==> config.mk <==
export PLATFORM = sky130hd
export DESIGN_NAME = mpio_top
export DESIGN_NICKNAME = d
export VERILOG_FILES = /design/src/design/mpio_pkg.sv /design/src/design/mpio_pulse_gen.sv /design/src/design/mpio_aux_counter.sv /design/src/design/mpio_top.sv
export SDC_FILE = /design/constraint.sdc
export NUM_CORES = 1
export LEC_CHECK = 0
export ABC_AREA = 1
export BUFFER_PORTS_ARGS = -buffer_cell sky130_fd_sc_hd__buf_2
export CORE_MARGIN = 2
export CORE_UTILIZATION = 25
export CTS_CLUSTER_DIAMETER = 150
export DETAILED_ROUTE_END_ITERATION = 8
export GPL_ROUTABILITY_DRIVEN = 0
export GPL_TIMING_DRIVEN = 1
export PLACE_DENSITY = 0.52
export SYNTH_ARGS = -nofsm -noshare
export SYNTH_HDL_FRONTEND = slang
export SYNTH_SLANG_ARGS = --single-unit
==> constraint.sdc <==
create_clock -name clk -period 3.1 [get_ports clk]
set_input_delay 0.31 -clock clk [delete_from_list [all_inputs] [get_ports clk]]
set_output_delay 0.31 -clock clk [all_outputs]
set_load 0.01 [all_outputs]
==> src/design/mpio_pkg.sv <==
// Package: constants, register map and types for the meter pulse I/O block
package mpio_pkg;

  // ==========================================================================
  // Clock and timing
  // ==========================================================================
  localparam int unsigned CLK_HZ           = 40000000;
  localparam int unsigned PULSE_ON_MS      = 500;
  localparam int unsigned PULSE_PERIOD_MS  = 1000;   // 1 Hz maximum rate
  localparam int unsigned LONG_PRESS_MS    = 2000;
  localparam int unsigned JOIN_DELAY_S     = 30;
  localparam int unsigned PULSE_ON_CYC     = CLK_HZ / 1000 * PULSE_ON_MS;
  localparam int unsigned PULSE_PERIOD_CYC = CLK_HZ / 1000 * PULSE_PERIOD_MS;
  localparam int unsigned LONG_PRESS_CYC   = CLK_HZ / 1000 * LONG_PRESS_MS;
  localparam int unsigned JOIN_DELAY_CYC   = CLK_HZ * JOIN_DELAY_S;

  // ==========================================================================
  // Baud rates
  // ==========================================================================
  localparam int unsigned OPT_BAUD         = 2400;
  localparam int unsigned BUS_BAUD_LOW     = 300;
  localparam int unsigned BUS_BAUD_HIGH    = 2400;
  localparam int unsigned OPT_BIT_CYC      = CLK_HZ / OPT_BAUD;
  localparam int unsigned BUS_BIT_CYC_LOW  = CLK_HZ / BUS_BAUD_LOW;
  localparam int unsigned BUS_BIT_CYC_HIGH = CLK_HZ / BUS_BAUD_HIGH;

  // ==========================================================================
  // Register offsets (byte addresses)
  // ==========================================================================
  localparam logic [7:0] REG_CTRL      = 8'h00;
  localparam logic [7:0] REG_FACTOR1   = 8'h04;
  localparam logic [7:0] REG_FACTOR2   = 8'h08;
  localparam logic [7:0] REG_AUX_TOT1  = 8'h0C;
  localparam logic [7:0] REG_AUX_TOT2  = 8'h10;
  localparam logic [7:0] REG_PRIM_ADDR = 8'h14;
  localparam logic [7:0] REG_SEC_ADDR  = 8'h18;
  localparam logic [7:0] REG_STATUS    = 8'h1C;
  localparam logic [7:0] REG_JOIN      = 8'h20;
  localparam logic [7:0] REG_BAUD      = 8'h24;

  // CTRL fields
  localparam int unsigned CTRL_COMBINED_BIT = 0;  // heating and cooling
  // JOIN fields (write 1 to request)
  localparam int unsigned JOIN_NOW_BIT      = 0;
  localparam int unsigned JOIN_DLY_BIT      = 1;

  // ==========================================================================
  // Reset values
  // ==========================================================================
  localparam logic [15:0] FACTOR_RST    = 16'h0001;  // one pulse per unit
  localparam logic [7:0]  PRIM_ADDR_RST = 8'h00;
  localparam logic [31:0] SERIAL_NUM    = 32'h0000_1234; // arbitrary value

  // ==========================================================================
  // Types
  // ==========================================================================
  typedef enum logic [1:0] {
    MPIO_PRESS_NONE,
    MPIO_PRESS_SHORT,
    MPIO_PRESS_LONG
  } mpio_press_t;

  typedef struct packed {
    logic heat_inc;
    logic cool_inc;
    logic vol_inc;
  } mpio_disp_inc_t;

  typedef struct packed {
    logic        join_req;
    logic        join_delayed;
    logic [1:0]  menu_state;
  } mpio_join_stat_t;

endpackage : mpio_pkg

==> src/design/mpio_pulse_gen.sv <==
// Paced open-collector pulse output with pending count
`timescale 1ns/1ps
module mpio_pulse_gen
  import mpio_pkg::*;
#(
  parameter int unsigned PEND_W     = 8,
  parameter int unsigned ON_CYC     = PULSE_ON_CYC,
  parameter int unsigned PERIOD_CYC = PULSE_PERIOD_CYC
) (
  input  wire logic              clk,
  input  wire logic              rstn,
  input  wire logic              inc,
  output logic                   pulse_oe,
  output logic [PEND_W-1:0]      pending
);

  // ==========================================================================
  // Pending count and pacing
  // ==========================================================================
  logic [PEND_W-1:0] pend_ff;
  logic [31:0]       tmr_ff;
  logic              busy_ff;
  logic              oe_ff;
  logic              start;

  // Saturates rather than wrapping so a burst never loses count to zero
  assign start = !busy_ff && (pend_ff != '0); // RL16

  always_ff @(posedge clk or negedge rstn) begin
    if (!rstn) begin
      pend_ff <= '0;
    end else if (inc && !start && (pend_ff != '1)) begin
      pend_ff <= pend_ff + 1'b1; // RL16
    end else if (start && !inc) begin
      pend_ff <= pend_ff - 1'b1; // RL6
    end
  end

  always_ff @(posedge clk or negedge rstn) begin
    if (!rstn) begin
      tmr_ff  <= '0;
      busy_ff <= 1'b0;
      oe_ff   <= 1'b0;
    end else if (start) begin
      tmr_ff  <= 32'(PERIOD_CYC - 1);
      busy_ff <= 1'b1;
      oe_ff   <= 1'b1; // RL7
    end else if (busy_ff) begin
      tmr_ff  <= tmr_ff - 32'h1;
      busy_ff <= (tmr_ff != 32'h0);
      oe_ff   <= (tmr_ff > 32'(PERIOD_CYC - ON_CYC)); // RL7
    end
  end

  assign pulse_oe = oe_ff;
  assign pending  = pend_ff;

endmodule // mpio_pulse_gen

==> src/design/mpio_aux_counter.sv <==
// Auxiliary pulse input: synchroniser, edge detect and scaled totalizer
`timescale 1ns/1ps
module mpio_aux_counter
  import mpio_pkg::*;
#(
  parameter int unsigned TOT_W = 32
) (
  input  wire logic              clk,
  input  wire logic              rstn,
  input  wire logic              pin_in,
  input  wire logic [15:0]       factor,
  input  wire logic              clr,
  output logic [TOT_W-1:0]       total
);

  // ==========================================================================
  // Input path
  // ==========================================================================
  logic        s1_ff, s2_ff, s3_ff;
  logic [15:0] frac_ff;
  logic [TOT_W-1:0] tot_ff;
  logic        edge_in;

  always_ff @(posedge clk or negedge rstn) begin
    if (!rstn) begin
      s1_ff <= 1'b0;
      s2_ff <= 1'b0;
      s3_ff <= 1'b0;
    end else begin
      s1_ff <= pin_in;
      s2_ff <= s1_ff;
      s3_ff <= s2_ff;
    end
  end

  assign edge_in = s2_ff && !s3_ff;

  // ==========================================================================
  // Scaled totalizer: factor pulses make one unit; zero treated as one
  // ==========================================================================
  always_ff @(posedge clk or negedge rstn) begin
    if (!rstn) begin
      frac_ff <= '0;
      tot_ff  <= '0;
    end else if (clr) begin
      frac_ff <= '0;
      tot_ff  <= '0;
    end else if (edge_in) begin
      if (frac_ff + 16'h1 >= factor) begin
        frac_ff <= '0;
        tot_ff  <= tot_ff + 1'b1; // RL2
      end else begin
        frac_ff <= frac_ff + 16'h1; // RL2
      end
    end
  end

  assign total = tot_ff;

endmodule // mpio_aux_counter

==> src/design/mpio_top.sv <==
// Top: meter pulse I/O, communication options and join menu, APB slave
//
// Notes on behaviour
// RL1: Two external meters are counted, each into its own totalizer.
// RL2: Each input has its own pulse factor, one pulse per unit at reset.
// RL3: Both totals are held apart, shown on the display and bus-readable.
// RL4: In single mode output one carries energy and output two volume.
// RL5: In combined mode output one is heating and output two cooling energy.
// RL6: Every least-digit step of an assigned quantity sends one pulse.
// RL7: A pulse is active 500 ms and pulses come at most once per second.
// RL8: The optical port runs fixed at 2400 baud.
// RL9: The meter-bus primary address is 0 after reset.
// RL10: The secondary address starts as the serial number and is writable.
// RL11: The meter-bus runs at 300 or 2400 baud only.
// RL12: The primary address is presented to the service menu display.
// RL13: A button hold over 2 s is a long press, otherwise a short one.
// RL14: A join may be started by software or by the button menu.
// RL15: In network-off, long press joins now, short press arms a 30 s join; here long press opens an offer, then long joins, short then long arms.
// RL16: Pending pulse counts keep fast increments from being lost; here an increment is dropped while the pending count is at its maximum.
//
// The placing of the registers and the APB interface to the registers were left to the implementer.
`timescale 1ns/1ps
module mpio_top
  import mpio_pkg::*;
#(
  parameter int unsigned TOT_W          = 32,
  parameter int unsigned PEND_W         = 8,
  parameter int unsigned PULSE_ON       = PULSE_ON_CYC,
  parameter int unsigned PULSE_PERIOD   = PULSE_PERIOD_CYC,
  parameter int unsigned LONG_PRESS     = LONG_PRESS_CYC,
  parameter int unsigned JOIN_DELAY     = JOIN_DELAY_CYC
) (
  input  wire logic                 clk,
  input  wire logic                 rstn,
  input  wire logic                 psel,
  input  wire logic                 penable,
  input  wire logic                 pwrite,
  input  wire logic [7:0]           paddr,
  input  wire logic [31:0]          pwdata,
  output logic [31:0]               prdata,
  output logic                      pready,
  output logic                      pslverr,
  input  wire logic                 aux_in_one,
  input  wire logic                 aux_in_two,
  input  wire mpio_disp_inc_t       disp_inc,
  input  wire logic                 nav_button,
  input  wire logic                 menu_at_network_off,
  output logic                      pulse_out_first,
  output logic                      pulse_out_second,
  output logic [TOT_W-1:0]          aux_total_one,
  output logic [TOT_W-1:0]          aux_total_two,
  output logic [7:0]                svc_prim_addr,
  output logic [31:0]               opt_bit_cycles,
  output logic [31:0]               bus_bit_cycles,
  output logic                      join_immediate,
  output logic                      join_delayed,
  output mpio_press_t               press_evt
);

  // ==========================================================================
  // Registers
  // ==========================================================================
  logic        combined_ff;
  logic [15:0] factor1_ff, factor2_ff;
  logic [7:0]  prim_addr_ff;
  logic [31:0] sec_addr_ff;
  logic        bus_fast_ff;
  logic        sw_join_now, sw_join_dly, clr1, clr2;
  logic        wr_en, rd_en;

  assign wr_en = psel && penable && pwrite;
  assign rd_en = psel && penable && !pwrite;
  assign pready = 1'b1;

  always_ff @(posedge clk or negedge rstn) begin
    if (!rstn) begin
      combined_ff  <= 1'b0;
      factor1_ff   <= FACTOR_RST; // RL2
      factor2_ff   <= FACTOR_RST; // RL2
      prim_addr_ff <= PRIM_ADDR_RST; // RL9
      sec_addr_ff  <= SERIAL_NUM; // RL10
      bus_fast_ff  <= 1'b1;
    end else if (wr_en) begin
      unique case (paddr)
        REG_CTRL:      combined_ff  <= pwdata[CTRL_COMBINED_BIT];
        REG_FACTOR1:   factor1_ff   <= pwdata[15:0];
        REG_FACTOR2:   factor2_ff   <= pwdata[15:0];
        REG_PRIM_ADDR: prim_addr_ff <= pwdata[7:0];
        REG_SEC_ADDR:  sec_addr_ff  <= pwdata; // RL10
        REG_BAUD:      bus_fast_ff  <= pwdata[0]; // RL11
        default: ;
      endcase
    end
  end

  // Writing a total register clears that total
  assign clr1        = wr_en && (paddr == REG_AUX_TOT1);
  assign clr2        = wr_en && (paddr == REG_AUX_TOT2);
  assign sw_join_now = wr_en && (paddr == REG_JOIN) && pwdata[JOIN_NOW_BIT];
  assign sw_join_dly = wr_en && (paddr == REG_JOIN) && pwdata[JOIN_DLY_BIT];

  function automatic logic mapped(input logic [7:0] a);
    mapped = (a == REG_CTRL) || (a == REG_FACTOR1) || (a == REG_FACTOR2) ||
             (a == REG_AUX_TOT1) || (a == REG_AUX_TOT2) ||
             (a == REG_PRIM_ADDR) || (a == REG_SEC_ADDR) ||
             (a == REG_STATUS) || (a == REG_JOIN) || (a == REG_BAUD);
  endfunction

  assign pslverr = psel && penable && !mapped(paddr);

  // ==========================================================================
  // Auxiliary inputs
  // ==========================================================================
  mpio_aux_counter #(.TOT_W(TOT_W)) u_aux1 (
    .clk    (clk),
    .rstn   (rstn),
    .pin_in (aux_in_one),
    .factor (factor1_ff),
    .clr    (clr1),
    .total  (aux_total_one)          // RL1 RL3
  );

  mpio_aux_counter #(.TOT_W(TOT_W)) u_aux2 (
    .clk    (clk),
    .rstn   (rstn),
    .pin_in (aux_in_two),
    .factor (factor2_ff),
    .clr    (clr2),
    .total  (aux_total_two)          // RL1 RL3
  );

  // ==========================================================================
  // Pulse outputs
  // ==========================================================================
  logic              inc_first, inc_second;
  logic [PEND_W-1:0] pend1, pend2;

  // Single mode merges heat and cool steps since only one is live
  assign inc_first  = combined_ff ? disp_inc.heat_inc
                    : (disp_inc.heat_inc | disp_inc.cool_inc); // RL4 RL5
  assign inc_second = combined_ff ? disp_inc.cool_inc
                    : disp_inc.vol_inc; // RL4 RL5

  mpio_pulse_gen #(
    .PEND_W    (PEND_W),
    .ON_CYC    (PULSE_ON),
    .PERIOD_CYC(PULSE_PERIOD)
  ) u_pg1 (
    .clk      (clk),
    .rstn     (rstn),
    .inc      (inc_first),
    .pulse_oe (pulse_out_first),
    .pending  (pend1)
  );

  mpio_pulse_gen #(
    .PEND_W    (PEND_W),
    .ON_CYC    (PULSE_ON),
    .PERIOD_CYC(PULSE_PERIOD)
  ) u_pg2 (
    .clk      (clk),
    .rstn     (rstn),
    .inc      (inc_second),
    .pulse_oe (pulse_out_second),
    .pending  (pend2)
  );

  // ==========================================================================
  // Communication rates and service display
  // ==========================================================================
  always_ff @(posedge clk or negedge rstn) begin
    if (!rstn) begin
      opt_bit_cycles <= '0;
      bus_bit_cycles <= '0;
      svc_prim_addr  <= '0;
    end else begin
      opt_bit_cycles <= 32'(OPT_BIT_CYC); // RL8
      bus_bit_cycles <= bus_fast_ff ? 32'(BUS_BIT_CYC_HIGH)
                                    : 32'(BUS_BIT_CYC_LOW); // RL11
      svc_prim_addr  <= prim_addr_ff; // RL12
    end
  end

  // ==========================================================================
  // Button classification
  // ==========================================================================
  logic        b1_ff, b2_ff, b3_ff;
  logic [31:0] hold_ff;
  mpio_press_t press_ff;

  always_ff @(posedge clk or negedge rstn) begin
    if (!rstn) begin
      b1_ff <= 1'b0;
      b2_ff <= 1'b0;
      b3_ff <= 1'b0;
    end else begin
      b1_ff <= nav_button;
      b2_ff <= b1_ff;
      b3_ff <= b2_ff;
    end
  end

  always_ff @(posedge clk or negedge rstn) begin
    if (!rstn) begin
      hold_ff  <= '0;
      press_ff <= MPIO_PRESS_NONE;
    end else begin
      press_ff <= MPIO_PRESS_NONE;
      if (b3_ff) begin
        if (hold_ff != '1) begin
          hold_ff <= hold_ff + 32'h1;
        end
      end else begin
        hold_ff <= '0;
      end
      if (b3_ff && !b2_ff) begin
        press_ff <= (hold_ff > 32'(LONG_PRESS)) ? MPIO_PRESS_LONG
                                                : MPIO_PRESS_SHORT; // RL13
      end
    end
  end

  assign press_evt = press_ff;

  // ==========================================================================
  // Join menu
  // ==========================================================================
  typedef enum logic [1:0] {
    MPIO_J_IDLE,
    MPIO_J_OFFER,
    MPIO_J_DELAY_SEL,
    MPIO_J_COUNT
  } mpio_jstate_t;

  mpio_jstate_t jst_ff;
  logic [31:0]  jdly_ff;
  logic         jnow_ff, jdel_ff;

  always_ff @(posedge clk or negedge rstn) begin
    if (!rstn) begin
      jst_ff  <= MPIO_J_IDLE;
      jdly_ff <= '0;
      jnow_ff <= 1'b0;
      jdel_ff <= 1'b0;
    end else begin
      jnow_ff <= 1'b0;
      jdel_ff <= 1'b0;
      unique case (jst_ff)
        MPIO_J_IDLE: begin
          if (sw_join_now) begin
            jnow_ff <= 1'b1; // RL14
          end else if (sw_join_dly) begin
            jdly_ff <= 32'(JOIN_DELAY);
            jst_ff  <= MPIO_J_COUNT; // RL14
          end else if (menu_at_network_off &&
                       press_ff == MPIO_PRESS_LONG) begin
            jst_ff <= MPIO_J_OFFER; // RL15
          end
        end
        MPIO_J_OFFER: begin
          if (press_ff == MPIO_PRESS_LONG) begin
            jnow_ff <= 1'b1; // RL15
            jst_ff  <= MPIO_J_IDLE;
          end else if (press_ff == MPIO_PRESS_SHORT) begin
            jst_ff <= MPIO_J_DELAY_SEL; // RL15
          end
        end
        MPIO_J_DELAY_SEL: begin
          if (press_ff == MPIO_PRESS_LONG) begin
            jdly_ff <= 32'(JOIN_DELAY);
            jst_ff  <= MPIO_J_COUNT; // RL15
          end else if (press_ff == MPIO_PRESS_SHORT) begin
            jst_ff <= MPIO_J_IDLE;
          end
        end
        MPIO_J_COUNT: begin
          if (jdly_ff <= 32'h1) begin
            jdel_ff <= 1'b1; // RL15
            jst_ff  <= MPIO_J_IDLE;
          end else begin
            jdly_ff <= jdly_ff - 32'h1;
          end
        end
      endcase
    end
  end

  assign join_immediate = jnow_ff;
  assign join_delayed   = jdel_ff;

  // ==========================================================================
  // Read data
  // ==========================================================================
  always_comb begin
    prdata = 32'h0;
    if (rd_en) begin
      unique case (paddr)
        REG_CTRL:      prdata = {31'h0, combined_ff};
        REG_FACTOR1:   prdata = {16'h0, factor1_ff};
        REG_FACTOR2:   prdata = {16'h0, factor2_ff};
        REG_AUX_TOT1:  prdata = 32'(aux_total_one); // RL3
        REG_AUX_TOT2:  prdata = 32'(aux_total_two); // RL3
        REG_PRIM_ADDR: prdata = {24'h0, prim_addr_ff};
        REG_SEC_ADDR:  prdata = sec_addr_ff;
        REG_STATUS:    prdata = {8'h0, pend2[7:0], pend1[7:0], 4'h0,
                                 2'(jst_ff), pulse_out_second,
                                 pulse_out_first};
        REG_BAUD:      prdata = {31'h0, bus_fast_ff};
        default:       prdata = 32'h0;
      endcase
    end
  end

  // ==========================================================================
  // Checks
  // ==========================================================================
  prim_addr_rst_a: assert property (@(posedge clk) // RL9
    $rose(rstn) |-> prim_addr_ff == 8'h00)
    else $error("primary address not zero after reset");

  logic [31:0] on_cnt_ff;

  // Width is far beyond any repetition count, so it is counted here
  always_ff @(posedge clk or negedge rstn) begin
    if (!rstn) begin
      on_cnt_ff <= '0;
    end else if (pulse_out_first) begin
      on_cnt_ff <= on_cnt_ff + 32'h1;
    end else begin
      on_cnt_ff <= '0;
    end
  end

  pulse_width_a: assert property (@(posedge clk) disable iff (!rstn) // RL7
    $fell(pulse_out_first) |-> on_cnt_ff == 32'(PULSE_ON))
    else $error("pulse output width wrong");

  pulse_route_a: assert property (@(posedge clk) disable iff (!rstn) // RL5
    combined_ff && disp_inc.cool_inc |-> inc_second)
    else $error("cooling step not routed to second output");

  vol_route_a: assert property (@(posedge clk) disable iff (!rstn) // RL4
    !combined_ff && disp_inc.vol_inc |-> inc_second && !inc_first ||
    disp_inc.heat_inc || disp_inc.cool_inc)
    else $error("volume step misrouted");

  opt_rate_a: assert property (@(posedge clk) disable iff (!rstn) // RL8
    $past(rstn) |-> opt_bit_cycles == 32'(OPT_BIT_CYC))
    else $error("optical rate changed");

  bus_rate_a: assert property (@(posedge clk) disable iff (!rstn) // RL11
    $past(rstn) |-> bus_bit_cycles == 32'(BUS_BIT_CYC_HIGH) ||
    bus_bit_cycles == 32'(BUS_BIT_CYC_LOW))
    else $error("illegal bus rate");

  join_offer_a: assert property (@(posedge clk) disable iff (!rstn) // RL15
    jst_ff == MPIO_J_OFFER && press_ff == MPIO_PRESS_LONG
    |=> join_immediate)
    else $error("long press did not join now");

  pending_keep_a: assert property (@(posedge clk) disable iff (!rstn) // RL16
    inc_first && pulse_out_first && pend1 != '1 |=> pend1 != '0)
    else $error("increment lost while pulsing");

  pending_two_a: assert property (@(posedge clk) disable iff (!rstn) // RL16
    inc_second && pulse_out_second && pend2 != '1 |=> pend2 != '0)
    else $error("increment lost on second output");

endmodule // mpio_top

==> flow_summary_export.csv <==
group,metric,value,unit
power,p_switching,0.006248,W
cts,postCtsSetupBuffers,0,
global_route,grt_pass1_wl,122200,µm
setup_path,slowest_delay,410,ps
logic_synthesis,ys_types,51,
logic_synthesis,postSynth.asyncResetShare,1.000,
timing,finalCritPeriodShare,0.9305,
power,power.density,610.0,nW/µm²
routing,dr.pass1.iters,7,
setup_path,crit_required,3590,ps
placement,io_buffers,178,
timing,hold_viol_final,0,
cts,cts_max_path_buffers,3,
die,core,89870,µm²
placement,dpl_worst_slack,133.6,ps
setup_path,cpMostUsedCell,"nor2_1",
setup_path,worstPathCellList,"inv_1 > nor2_1 > nand2_1 > nor2_1 > xor2_1 > ha_1 > a21o_1 > nor2_1 > nand2_4 > nor2_8 > nand2_4 > buf_4 > nand3_1 > nand2_1",
job,maxCapViolCount,0,
logic_synthesis,synth_flop_cell,"dfrtp_1",
timing,fmax,0.3467,GHz
hold_path,hp-class,"in2reg",
timing,max_slew_margin,0.2778,
timing,slew_violations,0,
power,switching_share,0.3866,
power,p_clk_frac,0.347,
die,start_util,0.2515,
global_route,grt_pass1_vias,20747,
power,vdd_drop_max,482.5,µV
cts,cts.sinks,344,
power,p_seq_frac,0.358,
timing,whs,14.73,ps
die,ios,228,
power,power_frac_comb,0.294,
timing,setup_violations,0,
timing,tightest_slew,1079,ps
global_route,track_usage,0.1652,
routing,dr_total_vias,21761,
setup_path,slowest_stage,"dfrtp_1",
layout,stdcell_area,26490,µm²
layout,antenna_cells,0,
routing,drtIter0Drc,1849,
run_status,status,"completed",
cts,cts_tree,"yes",
logic_synthesis,syn_area,22600,µm²
routing,drc,0,
timing,rsz0062_at_grt,"false",
timing,finalCriticalPeriod,2885,ps
routing,ant_nets,0,
cts,clockRootBuffer,"clkbuf_16",
power,finalPower,0.01616,W
global_route,grt-ovfl-total,0,
timing,fin_worst_skew,36.44,ps
cts,h-tree-depth,2,
power,leakagePower,12.98,nW
logic_synthesis,synth_top_area_share,0.3720,
logic_synthesis,ys_seq_elements,344,
layout,layout_commonest_cell,"nand2_1",
die,die_y,304.7,µm
logic_synthesis,seq_area_frac_synth,0.3813,
cts,clock_latency,610,ps
layout,syn2layout_area_growth,17.22,%
layout,drive_gt1_frac,0.1066,
logic_synthesis,netlist_top_cells_area,"dfrtp_1 (37%), nand2_1 (19%), nor2_1 (8.2%)",
timing,layout_setup_ws,215.5,ps
logic_synthesis,synth_top_area_cell,"dfrtp_1",
logic_synthesis,syn_inst,3347,
die,num_rows,110,
die,die-area,92830,µm²
placement,placedInstanceArea,24690,µm²
cts,clkTransAtPathRegs,60,ps
power,internal_power,0.009914,W
routing,finalWirelength,77630,µm
cts,numCtsBuffers,47,
setup_path,crit_arrival,3370,ps
setup_path,cp_max_fo,18,
placement,post-dp-hpwl,58730,µm
global_route,antenna_found_initial,4,
global_route,grt_max_degree,64,
layout,final_cell_mix,"nand2_1 (1,122), nor2_1 (495), dfrtp_1 (336), inv_1 (333), nand3_1 (283)",
setup_path,worstSetupEndpointType,"register",
setup_path,crit_type,"reg2reg",
logic_synthesis,syn_avg_cell_area,6.753,µm²
logic_synthesis,yosysWarnings,0,
routing,drt-vias-per-instance,4.571,
setup_path,critPathLaunchType,"register",
logic_synthesis,synth_edf_count,0,
die,die_w,304.7,µm
layout,finalNetCount,3655,
routing,wire_per_inst,16.31,µm
timing,tns,0,ps
synth_stat cells, drive strengths merged, types with 8 or more instances:
master  number
a21oi       44
buf        125
clkbuf      24
dfrtp      336
dfstp        8
ha          54
inv        338
nand2     1134
nand3      291
nand3b      10
nand4       70
nor2       512
nor3        52
o21ai      190
o22ai       20
or2         17
xnor2       27
xor2        44
cell type report:
| class | count | area (µm²) |
|---|---|---|
| sequential | 344 | 8618 |
| tap | 1176 | 1471 |
| multi-input combinational | 2561 | 11920 |
| timing repair buffer | 252 | 1604 |
| clock inverter | 15 | 156.4 |
| clock buffer | 72 | 1440 |
| fill | 9971 | 63380 |
| inverter | 341 | 1280 |
path summary, 6_finish.rpt:
| path | startpoint | endpoint | slack, ps | depth (start not counted) |
|---|---|---|---|---|
| max in group asynchronous | rstn | bus_bit_cycles[11] | 1860 | 4 |
| setup / recovery | u_aux2.frac_ff[0] | u_aux2.total[26] | 220 | 14 |
| hold / removal | pwdata[26] | sec_addr_ff[26] | 10 | 3 |
| min in group asynchronous | rstn | bus_bit_cycles[4] | 220 | 2 |
| hold reg to reg | b1_ff | b2_ff | 350 | 0 |
| setup reg to reg | u_aux2.frac_ff[0] | u_aux2.total[26] | 220 | 14 |
layer usage:
| layer | wire length, µm | GRT usage |
|---|---|---|
| met1 | 37650 | 0.2388 |
| met2 | 33930 | 0.2561 |
| met3 | 4639 | 0.02816 |
| met4 | 1388 | 0.03661 |
| met5 | 27 | 0 |
stage by stage:
step | util | instances
detailed placement | 0.2747 | 4655
global placement | 0.2747 | 4655
CTS | 0.2946 | 4761
finish | 0.2948 | 4761
floorplan | - | 3395
global route | 0.2948 | 4761
state kept, by name (all words and copies together) (netlist names), 2 cells and up:
| register | cells |
|---|---|
| u_pg1.pending | 8 |
| u_aux2.total | 32 |
| prim_addr_ff | 8 |
| press_evt | 2 |
| jdly_ff | 32 |
| u_pg1.tmr_ff | 32 |
| factor2_ff | 16 |
| bus_bit_cycles | 3 |
| jst_ff | 2 |
| sec_addr_ff | 32 |
| u_aux1.total | 32 |
| hold_ff | 32 |
| u_pg2.tmr_ff | 32 |
| u_pg2.pending | 8 |
| svc_prim_addr | 8 |
| factor1_ff | 16 |
| u_aux2.frac_ff | 16 |
| u_aux1.frac_ff | 16 |
power by group through the flow:
stage / combinational [W] / clock (W) / sequential [W]
CTS: 0.00476 / 0.00580 / 0.00579
detailed placement: 0.00471 / 0 / 0.00585
floorplan: 0.00336 / 0 / 0.00561
global placement: 0.00469 / 0 / 0.00586
global route: 0.00541 / 0.00597 / 0.00587
finish: 0.00476 / 0.00561 / 0.00579
worst max-delay path, delay by kind of cell, from the launching register on:
family          cells  cell delay (ps)
xor+xnor            1              230
simple gates        9             1360
compound gates      1              190
flops               1              410
fa+ha+maj           1              290
buf+inv             2              290
repair_timing:
action	in CTS	in global routing
endpoints found under the setup margin	0	41
endpoints found under the hold margin	69	0
gates resized for setup	0	4
hold buffers	19	0
cells by family after synthesis:
| logic type | synth area share |
|---|---|
| AND/OR/NAND/NOR | 0.3909 |
| buffers and inverters | 0.1001 |
| flip-flops | 0.3813 |
| AO/OA/AOI/OAI | 0.06770 |
| XOR/XNOR | 0.02751 |
| adder cells (fa/ha/maj) | 0.03166 |
| other | 0.0003323 |
| multiplexers | 0.0004429 |
(Power assumes the default switching activity.)
